==> config.mk <==
export PLATFORM = sky130hd
export DESIGN_NAME = adc_serial_device_flat
export DESIGN_NICKNAME = d
export VERILOG_FILES = /design/src/shared/adc_link_pkg.sv /design/src/shared/adc_link_if.sv /design/src/core/adc_serial_device.sv /design/src/flat_wrapper.sv
export SDC_FILE = /design/constraint.sdc
export NUM_CORES = 1
export LEC_CHECK = 0
export BUFFER_PORTS_ARGS = -buffer_cell sky130_fd_sc_hd__buf_4
export CAP_MARGIN = 10
export CORE_ASPECT_RATIO = 1.1
export CORE_MARGIN = 2
export CORE_UTILIZATION = 50
export DETAILED_ROUTE_END_ITERATION = 7
export GPL_TIMING_DRIVEN = 0
export HOLD_SLACK_MARGIN = 0.12
export PLACE_DENSITY = 0.82
export SETUP_SLACK_MARGIN = 0.2
export SYNTH_ARGS = -nofsm -noshare
export SYNTH_HDL_FRONTEND = slang
export SYNTH_SLANG_ARGS = --single-unit
==> constraint.sdc <==
create_clock -name clk_sys -period 1.6 [get_ports clk_sys]
set_input_delay 0.08 -clock clk_sys [delete_from_list [all_inputs] [get_ports clk_sys]]
set_output_delay 0.08 -clock clk_sys [all_outputs]
set_load 0.02 [all_outputs]
==> src/shared/adc_link_pkg.sv <==
// constants and types shared by both ends of the converter serial link
package adc_link_pkg;

    // ------------------------------------------------------------------
    // resolution and frame shape
    // ------------------------------------------------------------------
    localparam int RESOLUTION          = 12;
    localparam int FULL_FRAME_CLOCKS   = 16;
    // a short frame holds the select low for resolution + 1.5 clocks
    localparam int SHORT_EXTRA_HALVES  = 3;
    localparam int FULL_FRAME_HALVES   = 2 * FULL_FRAME_CLOCKS;
    localparam int CLK_CNT_W           = 6;
    localparam int HALF_CNT_W          = 6;
    localparam int BIT_CNT_W           = 5;

    // ------------------------------------------------------------------
    // throughput figures in kilosamples per second
    // ------------------------------------------------------------------
    localparam int FULL_FRAME_KSPS     = 2000;
    localparam int SHORT_KSPS_12       = 2100;
    localparam int SHORT_KSPS_10       = 2570;
    localparam int SHORT_KSPS_8        = 3000;

    // ------------------------------------------------------------------
    // timing
    // ------------------------------------------------------------------
    localparam int CLK_SYS_PERIOD_NS   = 20;
    // least half period of the serial clock; must come to 2 cycles or more
    localparam int SCLK_HALF_NS        = 40;
    localparam int SCLK_HALF_CYC       =
        (SCLK_HALF_NS + CLK_SYS_PERIOD_NS - 1) / CLK_SYS_PERIOD_NS;
    localparam int DIV_CNT_W           = 4;

    // ------------------------------------------------------------------
    // reset and idle levels of the link
    // ------------------------------------------------------------------
    localparam logic CS_IDLE           = 1'b1;
    localparam logic SCLK_IDLE         = 1'b0;
    localparam logic SDO_IDLE          = 1'b0;
    localparam logic CHANNEL_RESET     = 1'b0;
    localparam logic SLEEP_RESET       = 1'b0;

    // ------------------------------------------------------------------
    // states
    // ------------------------------------------------------------------
    typedef enum logic [1:0] {
        D_IDLE  = 2'b01,
        D_FRAME = 2'b10
    } dev_state_t;

    typedef enum logic [2:0] {
        H_IDLE = 3'b001,
        H_RUN  = 3'b010,
        H_GAP  = 3'b100
    } host_state_t;

endpackage

==> src/shared/adc_link_if.sv <==
// serial link between the converter frame logic and its host controller
`timescale 1ns/1ps
`default_nettype none

interface adc_link_if;
    logic cs_n;
    logic sclk;
    logic sdo;
    logic input_channel_pick;
    logic auto_sleep_request;

    modport device (
        input  cs_n,
        input  sclk,
        input  input_channel_pick,
        input  auto_sleep_request,
        output sdo
    );

    modport host (
        output cs_n,
        output sclk,
        output input_channel_pick,
        output auto_sleep_request,
        input  sdo
    );
endinterface

`default_nettype wire

==> src/core/adc_serial_device.sv <==
// converter end of the serial link: frame tracking, result shifter, pin capture
//
// Operation
// - full frame is sixteen clocks, two megasamples
// - short frame lifts throughput per resolution
// - result width set by resolution parameter
// - select low routes channel 0, high 1
// - host moves select half clock after fall
// - power-down pin taken at select rising edge
// - select low marks an active frame
// - short frame is resolution plus 1.5 clocks
`timescale 1ns/1ps
`default_nettype none

module adc_serial_device
    import adc_link_pkg::*;
#(
    parameter int RES = RESOLUTION
) (
    // clock and reset
    input  wire logic           clk_sys,
    input  wire logic           reset,
    // serial link
    adc_link_if.device          link,
    // converter core side
    input  wire logic [RES-1:0] conv_word,
    output logic                sample_start,
    output logic                channel_route,
    output logic                auto_sleep_en,
    // frame status
    output logic                frame_active,
    output logic                frame_done,
    output logic                frame_short,
    output logic                frame_aborted,
    output logic [CLK_CNT_W-1:0] frame_clocks
);

    // ------------------------------------------------------------------
    // edge detection on the link inputs
    // ------------------------------------------------------------------
    logic cs_prev_q;
    logic cs_prev_d;
    logic sclk_prev_q;
    logic sclk_prev_d;
    logic cs_fall;
    logic cs_rise;
    logic sclk_rise;
    logic sclk_fall;

    always_comb begin
        cs_prev_d   = link.cs_n;
        sclk_prev_d = link.sclk;
    end

    always_ff @(posedge clk_sys) begin
        if (reset) begin
            cs_prev_q   <= CS_IDLE;
            sclk_prev_q <= SCLK_IDLE;
        end else begin
            cs_prev_q   <= cs_prev_d;
            sclk_prev_q <= sclk_prev_d;
        end
    end

    // select is active low: only its low periods open a frame
    assign cs_fall   = cs_prev_q & ~link.cs_n;
    assign cs_rise   = ~cs_prev_q & link.cs_n;
    assign sclk_rise = ~sclk_prev_q & link.sclk;
    assign sclk_fall = sclk_prev_q & ~link.sclk;

    // ------------------------------------------------------------------
    // frame state, result shifter and status
    // ------------------------------------------------------------------
    dev_state_t             state_q;
    dev_state_t             state_d;
    logic [RES-1:0]         shift_q;
    logic [RES-1:0]         shift_d;
    logic [BIT_CNT_W-1:0]   bit_idx_q;
    logic [BIT_CNT_W-1:0]   bit_idx_d;
    logic [CLK_CNT_W-1:0]   rises_q;
    logic [CLK_CNT_W-1:0]   rises_d;
    logic                   sdo_q;
    logic                   sdo_d;
    logic                   start_q;
    logic                   start_d;
    logic                   route_q;
    logic                   route_d;
    logic                   sleep_q;
    logic                   sleep_d;
    logic                   active_q;
    logic                   active_d;
    logic                   done_q;
    logic                   done_d;
    logic                   short_q;
    logic                   short_d;
    logic                   abort_q;
    logic                   abort_d;
    logic [CLK_CNT_W-1:0]   clocks_q;
    logic [CLK_CNT_W-1:0]   clocks_d;

    localparam logic [BIT_CNT_W-1:0] LAST_BIT   = BIT_CNT_W'(RES - 1);
    localparam logic [BIT_CNT_W-1:0] BITS_DONE  = BIT_CNT_W'(RES);
    localparam logic [CLK_CNT_W-1:0] FULL_CLKS  = CLK_CNT_W'(FULL_FRAME_CLOCKS);
    localparam logic [CLK_CNT_W-1:0] RES_CLKS   = CLK_CNT_W'(RES);
    localparam logic [CLK_CNT_W-1:0] CLK_MAX    = {CLK_CNT_W{1'b1}};

    always_comb begin
        state_d   = state_q;
        shift_d   = shift_q;
        bit_idx_d = bit_idx_q;
        rises_d   = rises_q;
        sdo_d     = sdo_q;
        start_d   = 1'b0;
        sleep_d   = sleep_q;
        active_d  = active_q;
        done_d    = 1'b0;
        short_d   = short_q;
        abort_d   = abort_q;
        clocks_d  = clocks_q;
        // multiplexer follows the select pin one clock later, in every state
        route_d   = link.input_channel_pick;

        case (state_q)
            D_IDLE: begin
                sdo_d = SDO_IDLE;
                if (cs_fall) begin
                    state_d   = D_FRAME;
                    shift_d   = conv_word;
                    sdo_d     = conv_word[RES-1];
                    bit_idx_d = '0;
                    rises_d   = '0;
                    start_d   = 1'b1;
                    active_d  = 1'b1;
                end
            end
            D_FRAME: begin
                if (sclk_rise && rises_q != CLK_MAX) begin
                    rises_d = rises_q + 1'b1;
                end
                // next bit goes out on each falling serial clock edge
                if (sclk_fall) begin
                    if (bit_idx_q < LAST_BIT) begin
                        shift_d   = {shift_q[RES-2:0], 1'b0};
                        sdo_d     = shift_q[RES-2];
                        bit_idx_d = bit_idx_q + 1'b1;
                    end else begin
                        sdo_d     = SDO_IDLE;
                        bit_idx_d = BITS_DONE;
                    end
                end
                if (cs_rise) begin
                    state_d  = D_IDLE;
                    sdo_d    = SDO_IDLE;
                    active_d = 1'b0;
                    done_d   = 1'b1;
                    // power-down request is caught only at this edge
                    sleep_d  = link.auto_sleep_request;
                    // fewer than sixteen clocks counts as a short frame
                    short_d  = (rises_q < FULL_CLKS);
                    abort_d  = (rises_q < RES_CLKS);
                    clocks_d = rises_q;
                end
            end
            default: begin
                state_d  = D_IDLE;
                sdo_d    = SDO_IDLE;
                active_d = 1'b0;
            end
        endcase
    end

    always_ff @(posedge clk_sys) begin
        if (reset) begin
            state_q   <= D_IDLE;
            shift_q   <= '0;
            bit_idx_q <= '0;
            rises_q   <= '0;
            sdo_q     <= SDO_IDLE;
            start_q   <= 1'b0;
            route_q   <= CHANNEL_RESET;
            sleep_q   <= SLEEP_RESET;
            active_q  <= 1'b0;
            done_q    <= 1'b0;
            short_q   <= 1'b0;
            abort_q   <= 1'b0;
            clocks_q  <= '0;
        end else begin
            state_q   <= state_d;
            shift_q   <= shift_d;
            bit_idx_q <= bit_idx_d;
            rises_q   <= rises_d;
            sdo_q     <= sdo_d;
            start_q   <= start_d;
            route_q   <= route_d;
            sleep_q   <= sleep_d;
            active_q  <= active_d;
            done_q    <= done_d;
            short_q   <= short_d;
            abort_q   <= abort_d;
            clocks_q  <= clocks_d;
        end
    end

    // ------------------------------------------------------------------
    // outputs
    // ------------------------------------------------------------------
    assign link.sdo      = sdo_q;
    assign sample_start  = start_q;
    assign channel_route = route_q;
    assign auto_sleep_en = sleep_q;
    assign frame_active  = active_q;
    assign frame_done    = done_q;
    assign frame_short   = short_q;
    assign frame_aborted = abort_q;
    assign frame_clocks  = clocks_q;

endmodule

`default_nettype wire

==> src/flat_wrapper.sv <==
// flat-port wrapper written by rule: the top's interface ports become plain ports
module adc_serial_device_flat import adc_link_pkg::*;
#(
    parameter int RES = RESOLUTION
)
  (clk_sys, reset, conv_word, sample_start, channel_route, auto_sleep_en, frame_active, frame_done, frame_short, frame_aborted, frame_clocks, link_cs_n, link_sclk, link_input_channel_pick, link_auto_sleep_request, link_sdo);
  adc_link_if link_i ();
  input  wire logic clk_sys;
  input  wire logic reset;
  input  wire logic [RES-1:0] conv_word;
  output logic sample_start;
  output logic channel_route;
  output logic auto_sleep_en;
  output logic frame_active;
  output logic frame_done;
  output logic frame_short;
  output logic frame_aborted;
  output logic [CLK_CNT_W-1:0] frame_clocks;
  input wire logic [$bits(link_i.cs_n)-1:0] link_cs_n;
  input wire logic [$bits(link_i.sclk)-1:0] link_sclk;
  input wire logic [$bits(link_i.input_channel_pick)-1:0] link_input_channel_pick;
  input wire logic [$bits(link_i.auto_sleep_request)-1:0] link_auto_sleep_request;
  output wire logic [$bits(link_i.sdo)-1:0] link_sdo;
  assign link_i.cs_n = link_cs_n;
  assign link_i.sclk = link_sclk;
  assign link_i.input_channel_pick = link_input_channel_pick;
  assign link_i.auto_sleep_request = link_auto_sleep_request;
  assign link_sdo = link_i.sdo;
  adc_serial_device #(.RES(RES)) u_core (.clk_sys(clk_sys), .reset(reset), .link(link_i), .conv_word(conv_word), .sample_start(sample_start), .channel_route(channel_route), .auto_sleep_en(auto_sleep_en), .frame_active(frame_active), .frame_done(frame_done), .frame_short(frame_short), .frame_aborted(frame_aborted), .frame_clocks(frame_clocks));
endmodule
==> reports/qor.csv <==
metric,value,unit
cts_tree,built,
synth_ff_type,dfxtp_1,
clkSlewWorstSetupHoldPaths,0.08,ns
routed_via_density,5.559,
place.gp.congestion,0.9174,
grt_overflow_total,0,
grt_pass1_vias,1682,
status,"complete, but fails checks",
synth_cell_types,49,
die_h,69.38,microns
post-dp-hpwl,2876,microns
htree_num_levels,2,
critPathBufInv,3,
syn_nets,235,
final_net_count,286,
syn_to_final_growth,37.48,%
grt_start_max_net_pins,13,
path_cells,"inv_4, ha_4, a211oi_2, a31oi_2, buf_4, buf_6, mux2_4",
whs,0.1465,ns
firstDrtPassIters,4,
synth_edf_count,0,
yosysSeqAreaShare,40.18,%
reg2reg_depth,7,
cp.arrival,1.87,ns
min_from,conv_word[5],
hold_viol,0,
ys_ff_latch,39,
crit_family,flip-flops,
cts_sinks,39,
yosysTopAreaCell,dfxtp_1,
synthCells,213,
root_buffer,clkbuf_8,
antenna_found_initial,0,
worstHoldPathCells,4,
violations,negative setup slack,
hold_path.class,in2reg,
die_w,63.44,microns
p_clk_share,32.1,%
p_per_area,868.3,nW/um^2
ys_async_sr_fraction,0,%
p_sw,0.6211,mW
cp_slowest_stage_delay,0.40,ns
worstSetupPathDepth,7,
clk_latency,0.30,ns
ant_nets,0,
routed_wl,4807,microns
wl_per_cell,15.26,microns
drc_errors,0,
p_total,2.320,mW
synth_area_leaders,"dfxtp_1, mux2i_1, mux2_2",
drtIter0Drc,82,
worstSetupEndpointType,flip-flop,
dr_total_vias,1751,
startpoint,u_core.state_q[1],
num_rows,23,
setup_viol,10,
r2r_start,u_core.state_q[1],
cts_buffers,5,
comb_power_share,22.2,%
drive_gt1_share,37.74,%
grt_pass1_wl,7762,microns
max-slew-margin-rel,60.69,%
finalWorstSetupSlack,-0.08221,ns
port_buffers,30,
peakVddDrop,0.6746,mV
r2r_end,u_core.shift_q[6],
period_needed,1.682,ns
clock_skew,0.008502,ns
cp_max_fo,5,
maxSlewViolCount,0,
synth.top_cell.area_share,40.18,%
cts_buffer_depth,2,
max_freq,594.5,MHz
fin_util,72.52,%
sw_frac_of_total,26.78,%
core_area,3684,sq um
initial_core_util,52.75,%
slowest_stage,dfxtp_4,
r2r_slack,-0.08,ns
internal-power,1.698,mW
share_seq_of_total_power,45.7,%
syn_area,1943,sq um
syn_avg_cell_area,9.123,sq um
grt_setup_unrepaired,yes,
crit_path_start_kind,flip-flop,
antenna_cells,0,
period_share,105.1,%
critical_path_required,1.79,ns
yosysMostFrequentCell,dfxtp_1,
stdcell_count,315,
maxCapViolCount,0,
ys_top_cells_by_count,"dfxtp_1, nor2_1, mux2i_1",
worst_slew_pin_slew,0.5897,ns
post-place-cells,293,
synth_warnings,0,
grtUsageTotal,22.27,%
crit_type,reg2reg,
holdPathEnd,u_core.shift_q[5],
p_leak,1.110,nW
dieArea,4401,sq um
io_pins,32,
[through the flow]
step           area, sq um  TNS, ns  worst slack, ns
6_report              2671  -0.4997         -0.08221
2_1_floorplan         1996        0          0.03690
5_1_grt               2671  -0.9102          -0.1075
4_1_cts               2601  -0.3340         -0.05770
3_3_place_gp          2283  -0.4846         -0.06882
3_5_place_dp          2283  -0.8027          -0.1006
[placed cells by master (no fill, tap or decap), types with 3 or more instances in the layout]
master / count
buf_6: 6
dfxtp_2: 4
dlygate4sd3_1: 5
nand2b_1: 4
clkbuf_8: 7
nand3b_1: 3
mux2i_1: 17
dfxtp_1: 33
nor2_1: 25
nor3_1: 4
clkbuf_1: 7
mux2_4: 8
buf_4: 37
nor2b_1: 14
a21oi_1: 5
nand2_1: 8
inv_1: 4
nand3_1: 7
[cell type report]
cell class / instances / area, sq um
buffer: 13 / 97.59
clock buffer: 7 / 96.34
clock inverter: 1 / 7.507
fill: 287 / 1012
inverter: 6 / 27.53
multi-input combinational: 155 / 1242
sequential: 39 / 793.3
tap: 50 / 62.56
timing repair buffer: 44 / 344.1
[worst max-delay path by stage]
stage / end / slack, ns
after floorplan: u_core.link.sdo / 0.04
after global placement: u_core.link.sdo / -0.07
after detailed placement: u_core.link.sdo / -0.10
after CTS: u_core.shift_q[6] / -0.06
after global routing: u_core.shift_q[6] / -0.11
final: u_core.shift_q[6] / -0.08
[power groups by stage]
stage	Clock (mW)	Sequential (mW)	Combinational, mW
2_1_floorplan	0	1.08	0.274
3_3_place_gp	0	1.07	0.372
3_5_place_dp	0	1.08	0.377
4_1_cts	0.754	1.06	0.476
5_1_grt	0.794	1.07	0.547
6_report	0.744	1.06	0.514
[cells by family after synthesis]
logic type,count (synthesis),synth area share [%]
compound gates,35,13.07
flops,39,40.18
fa+ha+maj,4,2.576
simple gates,88,24.60
mux,28,15.07
buf+inv,19,4.508
[worst register-to-register path, stage by stage (launching register included)]
cell      delay [ns]
dfxtp_4         0.40
inv_4           0.05
ha_4            0.25
a211oi_2        0.21
a31oi_2         0.07
buf_4           0.17
buf_6           0.13
mux2_4          0.30
[flip-flops by register name, indices dropped and copies added, names as in the netlist, 2 cells and up]
| signal | cells |
|---|---|
| u_core.shift_q | 11 |
| u_core.frame_clocks | 6 |
| u_core.state_q | 2 |
| u_core.rises_q | 6 |
| u_core.bit_idx_q | 5 |
[routing by layer]
metal | GRT usage (%) | part of all wire, % | vias up
met5 | 0 | 0 | -
met3 | 5.195 | 4.3 | 8
met4 | 11.11 | 1.8 | 0
met2 | 37.31 | 50 | 53
met1 | 26.44 | 44 | 833
li1 | - | - | 857
[repair_timing]
action                                  CTS  global route
resized for setup                        28            19
hold buffers                              5             0
gates cloned                              2             0
pin swaps                                11             4
endpoints found under the hold margin     5             0
setup buffers                             6             1
endpoints found under the setup margin   32            33
Power figures use the tool's default switching activity.
